===== config.mk =====
export PLATFORM = sky130hd
export DESIGN_NAME = fsag_guard
export DESIGN_NICKNAME = d
export VERILOG_FILES = /design/src/hdl/fsag_pkg.sv /design/src/hdl/fsag_guard.sv
export SDC_FILE = /design/constraint.sdc
export NUM_CORES = 1
export LEC_CHECK = 0
export BUFFER_PORTS_ARGS = -buffer_cell sky130_fd_sc_hd__buf_2
export CORE_MARGIN = 10
export CORE_UTILIZATION = 55
export CTS_BUF_LIST = sky130_fd_sc_hd__clkbuf_8
export DETAILED_ROUTE_END_ITERATION = 16
export PLACE_DENSITY = 0.9
export SYNTH_ARGS = -nofsm -noshare
export SYNTH_HDL_FRONTEND = slang
export SYNTH_SLANG_ARGS = --single-unit
export TNS_END_PERCENT = 100

===== constraint.sdc =====
create_clock -name core_clk -period 4.76 [get_ports core_clk]
set_input_delay 0.476 -clock core_clk [delete_from_list [all_inputs] [get_ports core_clk]]
set_output_delay 0.476 -clock core_clk [all_outputs]
set_load 0.03 [all_outputs]

===== src/hdl/fsag_pkg.sv =====
// Package for the flash security access guard: map, codes and carriers
package fsag_pkg;

  // ****************************************************************
  // Register map of the software register port
  // ****************************************************************
  localparam logic [2:0] FSAG_OFS_STORE_CONTROL = 3'h0; // Permit bits
  localparam logic [2:0] FSAG_OFS_ACCESS_LIMIT  = 3'h1; // Read limit byte
  localparam logic [2:0] FSAG_OFS_READ_LOCK     = 3'h2; // Read lock copy
  localparam logic [2:0] FSAG_OFS_WRITE_LOCK    = 3'h3; // Write lock copy
  localparam logic [2:0] FSAG_OFS_STATUS        = 3'h4; // Refusal flags

  // Field positions
  localparam int FSAG_BIT_WRITE_PERMIT = 0; // Store write permit
  localparam int FSAG_BIT_ERASE_PERMIT = 1; // Store erase permit
  localparam int FSAG_BIT_CPU_REFUSED  = 0; // Core access refused
  localparam int FSAG_BIT_JTAG_REFUSED = 1; // Debug access refused

  // Values after reset
  localparam logic [7:0] FSAG_RST_STORE_CONTROL = 8'h00;
  localparam logic [7:0] FSAG_RST_ACCESS_LIMIT  = 8'h00; // Full read access
  localparam logic [7:0] FSAG_RST_LOCK          = 8'hff; // Until loaded

  // ****************************************************************
  // Flash address map
  // ****************************************************************
  localparam logic [15:0] FSAG_ADDR_READ_LOCK  = 16'h1dff;
  localparam logic [15:0] FSAG_ADDR_WRITE_LOCK = 16'h1dfe;
  localparam logic [15:0] FSAG_LOCK_PAGE_LO    = 16'h1c00;
  localparam logic [15:0] FSAG_LOCK_PAGE_HI    = 16'h1dff;
  localparam logic [15:0] FSAG_SCRATCH_LO      = 16'h2000;
  localparam logic [15:0] FSAG_SCRATCH_HI      = 16'h207f;
  localparam int          FSAG_BLOCK_SHIFT     = 10; // 1 kB lock blocks
  localparam logic [7:0]  FSAG_BLOCKED_DATA    = 8'h00;

  // ****************************************************************
  // Codes and carriers
  // ****************************************************************
  typedef enum logic [1:0] {
    FSAG_CPU_FETCH,       // Instruction fetch
    FSAG_CPU_CODE_READ,   // code_read_instruction
    FSAG_CPU_MOVE_WRITE   // external_move_instruction write
  } fsag_cpu_op_type;

  typedef enum logic [1:0] {
    FSAG_JTAG_READ,
    FSAG_JTAG_WRITE,
    FSAG_JTAG_ERASE
  } fsag_jtag_op_type;

  typedef enum logic [1:0] {
    FSAG_FL_READ,
    FSAG_FL_WRITE,
    FSAG_FL_ERASE_PAGE,
    FSAG_FL_ERASE_ALL
  } fsag_flash_op_type;

  typedef struct packed {
    logic            valid;
    fsag_cpu_op_type op;
    logic [15:0]     pc;    // Address of executing instruction
    logic [15:0]     addr;  // Target address
    logic [7:0]      wdata;
  } fsag_cpu_req_type;

  typedef struct packed {
    logic             valid;
    fsag_jtag_op_type op;
    logic [15:0]      addr;
    logic [7:0]       wdata;
  } fsag_jtag_req_type;

  typedef struct packed {
    logic       valid;   // One-cycle answer
    logic       refused; // Access was blocked
    logic [7:0] rdata;
  } fsag_rsp_type;

  typedef struct packed {
    logic              valid; // One-cycle command
    fsag_flash_op_type op;
    logic [15:0]       addr;
    logic [7:0]        wdata;
  } fsag_flash_cmd_type;

endpackage


===== src/hdl/fsag_guard.sv =====
// Flash security access guard between core, debug port and flash array
`timescale 1ns/1ps
`default_nettype none

module fsag_guard
  import fsag_pkg::*;
(
  // Clock and reset
  input  wire logic               core_clk,
  input  wire logic               reset_n,
  // Software register port
  input  wire logic [2:0]         reg_addr,
  input  wire logic [7:0]         reg_wdata,
  input  wire logic               reg_wr,
  input  wire logic               reg_rd,
  output var  logic [7:0]         reg_rdata,
  // Core requests and answers
  input  wire fsag_cpu_req_type   cpu_req,
  output var  logic               cpu_ready,
  output var  fsag_rsp_type       cpu_rsp,
  // Debug port requests and answers
  input  wire fsag_jtag_req_type  jtag_req,
  output var  logic               jtag_ready,
  output var  fsag_rsp_type       jtag_rsp,
  // Flash array
  output var  fsag_flash_cmd_type flash_cmd,
  input  wire logic               flash_busy,
  input  wire logic               flash_rvalid,
  input  wire logic [7:0]         flash_rdata
);

  // ****************************************************************
  // Helper functions
  // ****************************************************************

  // Address lies in the lower partition
  function automatic logic below_limit(input logic [15:0] a,
                                       input logic [15:0] lim);
    below_limit = (a < lim);
  endfunction

  // Lock bit of the 1 kB block holding the address; beyond 8 kB open
  function automatic logic lock_open(input logic [7:0]  lock,
                                     input logic [15:0] a);
    logic [5:0] blk;
    blk = a[15:FSAG_BLOCK_SHIFT];
    if (blk > 6'h07) begin
      lock_open = 1'b1;
    end else begin
      lock_open = lock[blk[2:0]];
    end
  endfunction

  // Address inside the page that holds the lock bytes
  function automatic logic in_lock_page(input logic [15:0] a);
    in_lock_page = (a >= FSAG_LOCK_PAGE_LO) && (a <= FSAG_LOCK_PAGE_HI);
  endfunction

  // Address is one of the two lock bytes
  function automatic logic is_lock_byte(input logic [15:0] a);
    is_lock_byte = (a == FSAG_ADDR_READ_LOCK) ||
                   (a == FSAG_ADDR_WRITE_LOCK);
  endfunction

  // ****************************************************************
  // Declarations
  // ****************************************************************
  typedef enum logic [2:0] {
    FSAG_ST_BOOT_RD_RLOCK,  // Ask for read lock byte
    FSAG_ST_BOOT_WT_RLOCK,  // Wait for it
    FSAG_ST_BOOT_RD_WLOCK,  // Ask for write lock byte
    FSAG_ST_BOOT_WT_WLOCK,  // Wait for it
    FSAG_ST_IDLE,           // Ready for requests
    FSAG_ST_WAIT_READ       // Flash read in flight
  } fsag_state_type;

  fsag_state_type     state_q;        // Sequencer state
  fsag_state_type     state_d;        // Next state
  logic               owner_jtag_q;   // Pending read belongs to debug
  logic [7:0]         control_q;      // Store control register
  logic [7:0]         limit_byte_q;   // Flash access limit register
  logic [15:0]        read_limit_q;   // Software read limit
  logic [7:0]         rlock_q;        // Read lock copy
  logic [7:0]         wlock_q;        // Write lock copy
  logic [1:0]         refused_q;      // Sticky refusal flags
  logic               ready_q;        // Shared request ready
  logic [7:0]         rdata_q;        // Register read data
  fsag_rsp_type       cpu_rsp_q;      // Core answer
  fsag_rsp_type       jtag_rsp_q;     // Debug answer
  fsag_flash_cmd_type cmd_q;          // Flash command
  fsag_flash_cmd_type cmd_d;          // Next flash command
  logic               take_jtag;      // Debug request taken now
  logic               take_cpu;       // Core request taken now
  logic               cpu_block;      // Partition check fails
  logic               cpu_refuse;     // Core request refused
  logic               jtag_refuse;    // Debug request refused
  logic               jtag_erase_all; // Debug erase at a lock byte: full erase
  logic               lock_page_gone; // Lock page is being erased

  // Debug wins when both ask in one cycle; core holds its request
  assign take_jtag = ready_q && jtag_req.valid;
  assign take_cpu  = ready_q && cpu_req.valid && !jtag_req.valid;

  // ****************************************************************
  // Access checks
  // ****************************************************************

  // Partition check on instruction address and target address
  always_comb begin
    cpu_block = !below_limit(cpu_req.pc, read_limit_q) &&
                below_limit(cpu_req.addr, read_limit_q);
  end

  // Core refusal by operation
  always_comb begin
    case (cpu_req.op)
      FSAG_CPU_FETCH: begin
        cpu_refuse = 1'b0;
      end
      FSAG_CPU_CODE_READ: begin
        cpu_refuse = cpu_block;
      end
      FSAG_CPU_MOVE_WRITE: begin
        // Permits first, then partition, then lock sector erase
        cpu_refuse = !control_q[FSAG_BIT_WRITE_PERMIT] ||
                     cpu_block ||
                     (control_q[FSAG_BIT_ERASE_PERMIT] &&
                      in_lock_page(cpu_req.addr));
      end
      default: begin
        cpu_refuse = 1'b1;
      end
    endcase
  end

  // Debug refusal by operation and block lock bit
  always_comb begin
    jtag_erase_all = 1'b0;
    case (jtag_req.op)
      FSAG_JTAG_READ: begin
        jtag_refuse = !is_lock_byte(jtag_req.addr) &&
                      !lock_open(rlock_q, jtag_req.addr);
      end
      FSAG_JTAG_WRITE: begin
        jtag_refuse = !is_lock_byte(jtag_req.addr) &&
                      !lock_open(wlock_q, jtag_req.addr);
      end
      FSAG_JTAG_ERASE: begin
        jtag_erase_all = is_lock_byte(jtag_req.addr);
        jtag_refuse    = !jtag_erase_all &&
                         !lock_open(wlock_q, jtag_req.addr);
      end
      default: begin
        jtag_refuse = 1'b1;
      end
    endcase
  end

  // ****************************************************************
  // Flash command selection
  // ****************************************************************

  // Builds the next flash command for boot and for taken requests
  always_comb begin
    cmd_d       = '0;
    cmd_d.op    = FSAG_FL_READ;
    cmd_d.addr  = 16'h0000;
    cmd_d.wdata = 8'h00;
    if (state_q == FSAG_ST_BOOT_RD_RLOCK) begin
      cmd_d.valid = 1'b1;
      cmd_d.addr  = FSAG_ADDR_READ_LOCK;
    end else if (state_q == FSAG_ST_BOOT_RD_WLOCK) begin
      cmd_d.valid = 1'b1;
      cmd_d.addr  = FSAG_ADDR_WRITE_LOCK;
    end else if (take_jtag && !jtag_refuse) begin
      cmd_d.valid = 1'b1;
      cmd_d.addr  = jtag_req.addr;
      cmd_d.wdata = jtag_req.wdata;
      case (jtag_req.op)
        FSAG_JTAG_READ: begin
          cmd_d.op = FSAG_FL_READ;
        end
        FSAG_JTAG_WRITE: begin
          cmd_d.op = FSAG_FL_WRITE;
        end
        FSAG_JTAG_ERASE: begin
          // Lock byte erases everything; other page bytes their page
          cmd_d.op = jtag_erase_all ? FSAG_FL_ERASE_ALL
                                    : FSAG_FL_ERASE_PAGE;
        end
        default: begin
          cmd_d.valid = 1'b0;
        end
      endcase
    end else if (take_cpu && !cpu_refuse) begin
      cmd_d.valid = 1'b1;
      cmd_d.addr  = cpu_req.addr;
      cmd_d.wdata = cpu_req.wdata;
      case (cpu_req.op)
        FSAG_CPU_FETCH, FSAG_CPU_CODE_READ: begin
          cmd_d.op = FSAG_FL_READ;
        end
        FSAG_CPU_MOVE_WRITE: begin
          // Erase permit turns the write into a page erase; the
          // array sizes the page, 128 bytes in the scratch sector
          cmd_d.op = control_q[FSAG_BIT_ERASE_PERMIT]
                     ? FSAG_FL_ERASE_PAGE
                     : FSAG_FL_WRITE;
        end
        default: begin
          cmd_d.valid = 1'b0;
        end
      endcase
    end
  end

  // Lock page wiped by a page erase or a full erase
  assign lock_page_gone = cmd_d.valid &&
                          ((cmd_d.op == FSAG_FL_ERASE_ALL) ||
                           ((cmd_d.op == FSAG_FL_ERASE_PAGE) &&
                            in_lock_page(cmd_d.addr)));

  // ****************************************************************
  // Sequencer
  // ****************************************************************

  // Next state: boot reads both lock bytes, then serves requests
  always_comb begin
    case (state_q)
      FSAG_ST_BOOT_RD_RLOCK: begin
        state_d = FSAG_ST_BOOT_WT_RLOCK;
      end
      FSAG_ST_BOOT_WT_RLOCK: begin
        state_d = flash_rvalid ? FSAG_ST_BOOT_RD_WLOCK
                               : FSAG_ST_BOOT_WT_RLOCK;
      end
      FSAG_ST_BOOT_RD_WLOCK: begin
        state_d = FSAG_ST_BOOT_WT_WLOCK;
      end
      FSAG_ST_BOOT_WT_WLOCK: begin
        state_d = flash_rvalid ? FSAG_ST_IDLE : FSAG_ST_BOOT_WT_WLOCK;
      end
      FSAG_ST_IDLE: begin
        if (cmd_d.valid && cmd_d.op == FSAG_FL_READ) begin
          state_d = FSAG_ST_WAIT_READ;
        end else begin
          state_d = FSAG_ST_IDLE;
        end
      end
      FSAG_ST_WAIT_READ: begin
        state_d = flash_rvalid ? FSAG_ST_IDLE : FSAG_ST_WAIT_READ;
      end
      default: begin
        state_d = FSAG_ST_BOOT_RD_RLOCK;
      end
    endcase
  end

  // State register
  always_ff @(posedge core_clk) begin
    if (!reset_n) begin
      state_q <= FSAG_ST_BOOT_RD_RLOCK;
    end else begin
      state_q <= state_d;
    end
  end

  // Owner of a pending flash read
  always_ff @(posedge core_clk) begin
    if (!reset_n) begin
      owner_jtag_q <= 1'b0;
    end else if (take_jtag || take_cpu) begin
      owner_jtag_q <= take_jtag;
    end
  end

  // Ready drops for a cycle after each take and while flash works
  always_ff @(posedge core_clk) begin
    if (!reset_n) begin
      ready_q <= 1'b0;
    end else begin
      // Low in the answer cycle of a read: a request still held there
      // must not be taken a second time
      ready_q <= (state_d == FSAG_ST_IDLE) &&
                 (state_q != FSAG_ST_WAIT_READ) && !take_jtag &&
                 !take_cpu && !flash_busy;
    end
  end

  // Flash command register
  always_ff @(posedge core_clk) begin
    if (!reset_n) begin
      cmd_q <= '0;
    end else begin
      cmd_q <= cmd_d;
    end
  end

  // ****************************************************************
  // Answers
  // ****************************************************************

  // Core answer: refused reads give zero, writes answer at once
  always_ff @(posedge core_clk) begin
    if (!reset_n) begin
      cpu_rsp_q <= '0;
    end else if (take_cpu && (cpu_refuse ||
                 cpu_req.op == FSAG_CPU_MOVE_WRITE)) begin
      cpu_rsp_q.valid   <= 1'b1;
      cpu_rsp_q.refused <= cpu_refuse;
      cpu_rsp_q.rdata   <= FSAG_BLOCKED_DATA;
    end else if (state_q == FSAG_ST_WAIT_READ && flash_rvalid &&
                 !owner_jtag_q) begin
      cpu_rsp_q.valid   <= 1'b1;
      cpu_rsp_q.refused <= 1'b0;
      cpu_rsp_q.rdata   <= flash_rdata;
    end else begin
      cpu_rsp_q <= '0;
    end
  end

  // Debug answer: refused reads give zero
  always_ff @(posedge core_clk) begin
    if (!reset_n) begin
      jtag_rsp_q <= '0;
    end else if (take_jtag && (jtag_refuse ||
                 jtag_req.op != FSAG_JTAG_READ)) begin
      jtag_rsp_q.valid   <= 1'b1;
      jtag_rsp_q.refused <= jtag_refuse;
      jtag_rsp_q.rdata   <= FSAG_BLOCKED_DATA;
    end else if (state_q == FSAG_ST_WAIT_READ && flash_rvalid &&
                 owner_jtag_q) begin
      jtag_rsp_q.valid   <= 1'b1;
      jtag_rsp_q.refused <= 1'b0;
      jtag_rsp_q.rdata   <= flash_rdata;
    end else begin
      jtag_rsp_q <= '0;
    end
  end

  // ****************************************************************
  // Lock byte copies
  // ****************************************************************

  // Read lock copy: loaded at boot, writes only clear, erase sets
  always_ff @(posedge core_clk) begin
    if (!reset_n) begin
      rlock_q <= FSAG_RST_LOCK;
    end else if (state_q == FSAG_ST_BOOT_WT_RLOCK && flash_rvalid) begin
      rlock_q <= flash_rdata;
    end else if (lock_page_gone) begin
      rlock_q <= 8'hff;
    end else if (cmd_d.valid && cmd_d.op == FSAG_FL_WRITE &&
                 cmd_d.addr == FSAG_ADDR_READ_LOCK) begin
      rlock_q <= rlock_q & cmd_d.wdata;
    end
  end

  // Write lock copy: same handling as the read lock copy
  always_ff @(posedge core_clk) begin
    if (!reset_n) begin
      wlock_q <= FSAG_RST_LOCK;
    end else if (state_q == FSAG_ST_BOOT_WT_WLOCK && flash_rvalid) begin
      wlock_q <= flash_rdata;
    end else if (lock_page_gone) begin
      wlock_q <= 8'hff;
    end else if (cmd_d.valid && cmd_d.op == FSAG_FL_WRITE &&
                 cmd_d.addr == FSAG_ADDR_WRITE_LOCK) begin
      wlock_q <= wlock_q & cmd_d.wdata;
    end
  end

  // ****************************************************************
  // Software registers
  // ****************************************************************

  // Store control: only the two permit bits exist
  always_ff @(posedge core_clk) begin
    if (!reset_n) begin
      control_q <= FSAG_RST_STORE_CONTROL;
    end else if (reg_wr && reg_addr == FSAG_OFS_STORE_CONTROL) begin
      control_q <= {6'h00, reg_wdata[FSAG_BIT_ERASE_PERMIT],
                    reg_wdata[FSAG_BIT_WRITE_PERMIT]};
    end
  end

  // Flash access limit byte
  always_ff @(posedge core_clk) begin
    if (!reset_n) begin
      limit_byte_q <= FSAG_RST_ACCESS_LIMIT;
    end else if (reg_wr && reg_addr == FSAG_OFS_ACCESS_LIMIT) begin
      limit_byte_q <= reg_wdata;
    end
  end

  // Read limit follows the limit byte on a 256-byte boundary
  always_ff @(posedge core_clk) begin
    if (!reset_n) begin
      read_limit_q <= {FSAG_RST_ACCESS_LIMIT, 8'h00};
    end else begin
      read_limit_q <= {limit_byte_q, 8'h00};
    end
  end

  // Sticky refusal flags, write one to clear, new refusal wins
  always_ff @(posedge core_clk) begin
    if (!reset_n) begin
      refused_q <= 2'b00;
    end else begin
      for (int i = 0; i < 2; i++) begin
        if ((i == FSAG_BIT_CPU_REFUSED && take_cpu && cpu_refuse) ||
            (i == FSAG_BIT_JTAG_REFUSED && take_jtag && jtag_refuse))
        begin
          refused_q[i] <= 1'b1;
        end else if (reg_wr && reg_addr == FSAG_OFS_STATUS &&
                     reg_wdata[i]) begin
          refused_q[i] <= 1'b0;
        end
      end
    end
  end

  // Read data stand only in the cycle after the read strobe
  always_ff @(posedge core_clk) begin
    if (!reset_n || !reg_rd) begin
      rdata_q <= 8'h00;
    end else begin
      case (reg_addr)
        FSAG_OFS_STORE_CONTROL: rdata_q <= control_q;
        FSAG_OFS_ACCESS_LIMIT:  rdata_q <= limit_byte_q;
        FSAG_OFS_READ_LOCK:     rdata_q <= rlock_q;
        FSAG_OFS_WRITE_LOCK:    rdata_q <= wlock_q;
        FSAG_OFS_STATUS:        rdata_q <= {6'h00, refused_q};
        default:                rdata_q <= 8'h00;
      endcase
    end
  end

  // ****************************************************************
  // Outputs
  // ****************************************************************
  assign reg_rdata  = rdata_q;
  assign cpu_ready  = ready_q;
  assign jtag_ready = ready_q;
  assign cpu_rsp    = cpu_rsp_q;
  assign jtag_rsp   = jtag_rsp_q;
  assign flash_cmd  = cmd_q;

endmodule

`default_nettype wire


==> metrics.txt <==
outcome=finished, final reports clean; CP peak stage delay=0.67 ns; antenna viol nets, final=0; Clock Root Buffer=clkbuf_8; post-route DRC violation count=0; # port buffers=143; Final Critical Period=approximately 3.7 ns; Ys Warns=0; final-report hold violation count=0; Slowest cell on crit path=nor4_2; fmax=roughly 0.27 GHz; hold_buf cts=0; Worst Path Required=4.99 ns; first-pass GRT wire length=22,700 um; Reg power frac=roughly 49%; sw power=451 uW; WL/cell=19.3 um; Post-CTS Setup Bufs=0; cts repair resizes=0; pin count of the biggest net entering global routing=39; Core Rows=33; Die W=111 um; Final Net Count=747; DRT Pass-1 Iters=7; die footprint=~0.012 mm2; area growth from synthesis to final layout=21.8%; Synth area leader=dfxtp_1; Post-Synthesis Cells=506; Via Count=4,540; crit path cell chain=buf_2 > inv_1 > ha_1 > o31ai_1 > a2111oi_4 > nor3_4 > buf_4 > a22oi_1 > or4_1 > nor4_2 > o21ai_0; Worst EP arrival=about 4 ns; Netlist cell types=53; CP Launch Type=input pin; Hold Crit Class=in -> reg; Fin Setup TNS=0 ns; total of max-cap violations=0; CP delay by family, top=simple AND/OR/NAND/NOR gates; antenna violations before repair=0; Final setup viols=0; CTS Buffer Depth=2; Lkg Pwr=0.00250 uW; Slew Limit Fails=0; RSZ-0062 raised after global routing=no; CTS clock-pin slew for the worst setup and hold paths=0.09 ns; gr usage total=between 20% and 30%; skew final=0.00698 ns; Tightest Pin Transition=about 1.2 ns; drt initial violations=491; CP max FO=19; commonest cells after routing, fill and taps aside=buf_2, dfxtp_1, nor2_1, a22oi_1, inv_1; number of flops mapped to enable cells by yosys=0; H-tree levels=3; drt via density=6.11; Setup Crit Path Kind=in -> reg; buffers plus inverters on the worst setup path=3; hold slack=0.342 ns; Yosys top cell area share=42.2%; sw frac=26.3%; Logic pwr share=13.4%; Primary FF master, synth=dfxtp_1; DRT Wirelength=14,300 um; Initial Util=56.1%; Max-slew headroom=18.5%; diodes inserted=0; CTS tree=done; CTS Sinks=96; Async S/R FF share, synth=0%; post-synthesis area per instance=9.01 um2; Die Ht=~110 um; Clk Latency, worst-skew pair=0.37 ns; part of the Yosys area used for sequential elements=42.2%; vias in the first global route=4,370; Post-DP HPWL=between 10,000 and 15,000 um; CORE AREA=0.00813 mm2; Peak VDD IR=0.161 mV; gr ovfl total=0; IO Count=152; top post-synthesis cells by area=dfxtp_1, nor2_1, ha_1; Synth Register Bits=96; commonest non-fill, non-tap cell in the layout=buf_2; Internal=1270 uW; Post-Syn Nets=620; CTS buffer count=9; PD cells=309 mW/mm2; Clk pwr share=37.5%; share of layout cells above drive strength 1=between 30% and 40%; CP Capture Type=flop; RePlAce Congestion=0.930; Synth Cell Area=0.00456 mm2; Final Cycle Share=78.4%
## worst reg2reg max path: stages (launching register included)
cell and delay (ns):
dfxtp_1 0.34, inv_1 0.08, ha_1 0.20, or4_1 0.52
a21oi_1 0.13, o31ai_1 0.13, a31oi_2 0.50, o21ai_1 0.17
or4_1 0.60, nor4_2 0.67, o21ai_0 0.20
## synthesized netlist by cell type (2+ instances only)
cell      number
dfxtp_1       96
nor2_1        69
a22oi_1       23
inv_1         22
a211oi_1      21
clkbuf_1      21
a21oi_1       20
nand3_1       20
and2_1        19
ha_1          19
nand2_1       18
o21ai_0       18
and3_1        17
nor3_1        17
mux2i_1       12
a221oi_1      10
mux2_2         7
or2_2          6
a31oi_1        5
buf_1          5
nand2b_1       5
mux4_2         4
nand4_1        4
nor2b_1        4
buf_6          3
o21ai_1        3
a21o_1         2
a22o_1         2
a31o_2         2
buf_4          2
nor3b_1        2
nor4_2         2
nor4b_1        2
o31ai_1        2
o31ai_4        2
or3_1          2
or4_1          2
## metal layers
| layer | part of all wire, % | global-route usage [%] | wire length (um) | vias up |
|---|---|---|---|---|
| met5 | 0 | 0 | 0 | - |
| met2 | 49 | 37.3 | 7010 | 269 |
| met1 | 39 | 26.0 | 5590 | 2152 |
| li1 | - | - | - | 2082 |
| met4 | 2.9 | 9.60 | 419 | 0 |
| met3 | 9.3 | 5.68 | 1330 | 37 |
## cells by family (layout without fill, tap and decap cells)
group | count (synthesis) | after routing | synth area share, %
AOI/OAI and AO/OA | 118 | 118 | 18.9
adders and majority gates | 19 | 19 | 5.21
DFF | 96 | 96 | 42.2
xor gates and xnor gates | 1 | 1 | 0.192
buffers and inverters | 53 | 185 | 5.02
muxes | 23 | 23 | 6.34
and+or+nand+nor | 196 | 196 | 22.2
## power groups by stage
| stage | sequential (uW) | combinational, uW | clock (uW) |
|---|---|---|---|
| 2_1_floorplan | 877 | 118 | 0 |
| 3_3_place_gp | 859 | 216 | 0 |
| 3_5_place_dp | 860 | 225 | 0 |
| 4_1_cts | 841 | 227 | 645 |
| 5_1_grt | 844 | 250 | 677 |
| 6_report | 842 | 230 | 644 |
## per-stage QoR
stage	instance area (um2)	utilization [%]	power, uW	setup slack, ns	std cells
global route	5550	68.3	1770	0.734	743
global placement	5310	65.3	1070	0.799	727
detailed placement	5310	65.3	1090	0.655	727
floorplan	4560	-	995	1.51	506
CTS	5550	68.3	1710	1.06	743
finish	5550	68.3	1720	1.03	743
## area by class of cell
cell class	instances	area [um2]
Fill cell	624	2580
Multi-Input combinational cell	357	2430
Sequential cell	96	1920
Timing Repair Buffer	147	746
Tap cell	105	131
Clock buffer	9	124
Clock inverter	7	119
Inverter	22	82.6
## flip-flops by register name, indices dropped and copies added, names as in the netlist, 2 cells and up
register      flops
wlock_q           8
refused_q         2
reg_rdata         8
jtag_rsp         10
read_limit_q      8
control_q         2
state_q           3
flash_cmd        27
cpu_rsp          10
rlock_q           8
limit_byte_q      8
## final timing paths
check / from / to / slack [ns] / cells after the start
setup / recovery: jtag_req[24] / rlock_q[2]$_SDFFE_PN1P_ / 1.03 / 11
hold / removal: flash_rdata[0] / cpu_rsp[0]$_SDFF_PP0_ / 0.34 / 3
setup reg to reg: read_limit_q[12]$_SDFF_PN0_ / rlock_q[2]$_SDFFE_PN1P_ / 1.07 / 10
hold reg to reg: refused_q[1]$_SDFFE_PN0P_ / reg_rdata[1]$_SDFF_PP0_ / 0.50 / 2
Note: power is estimated with default switching activity, not from simulation.
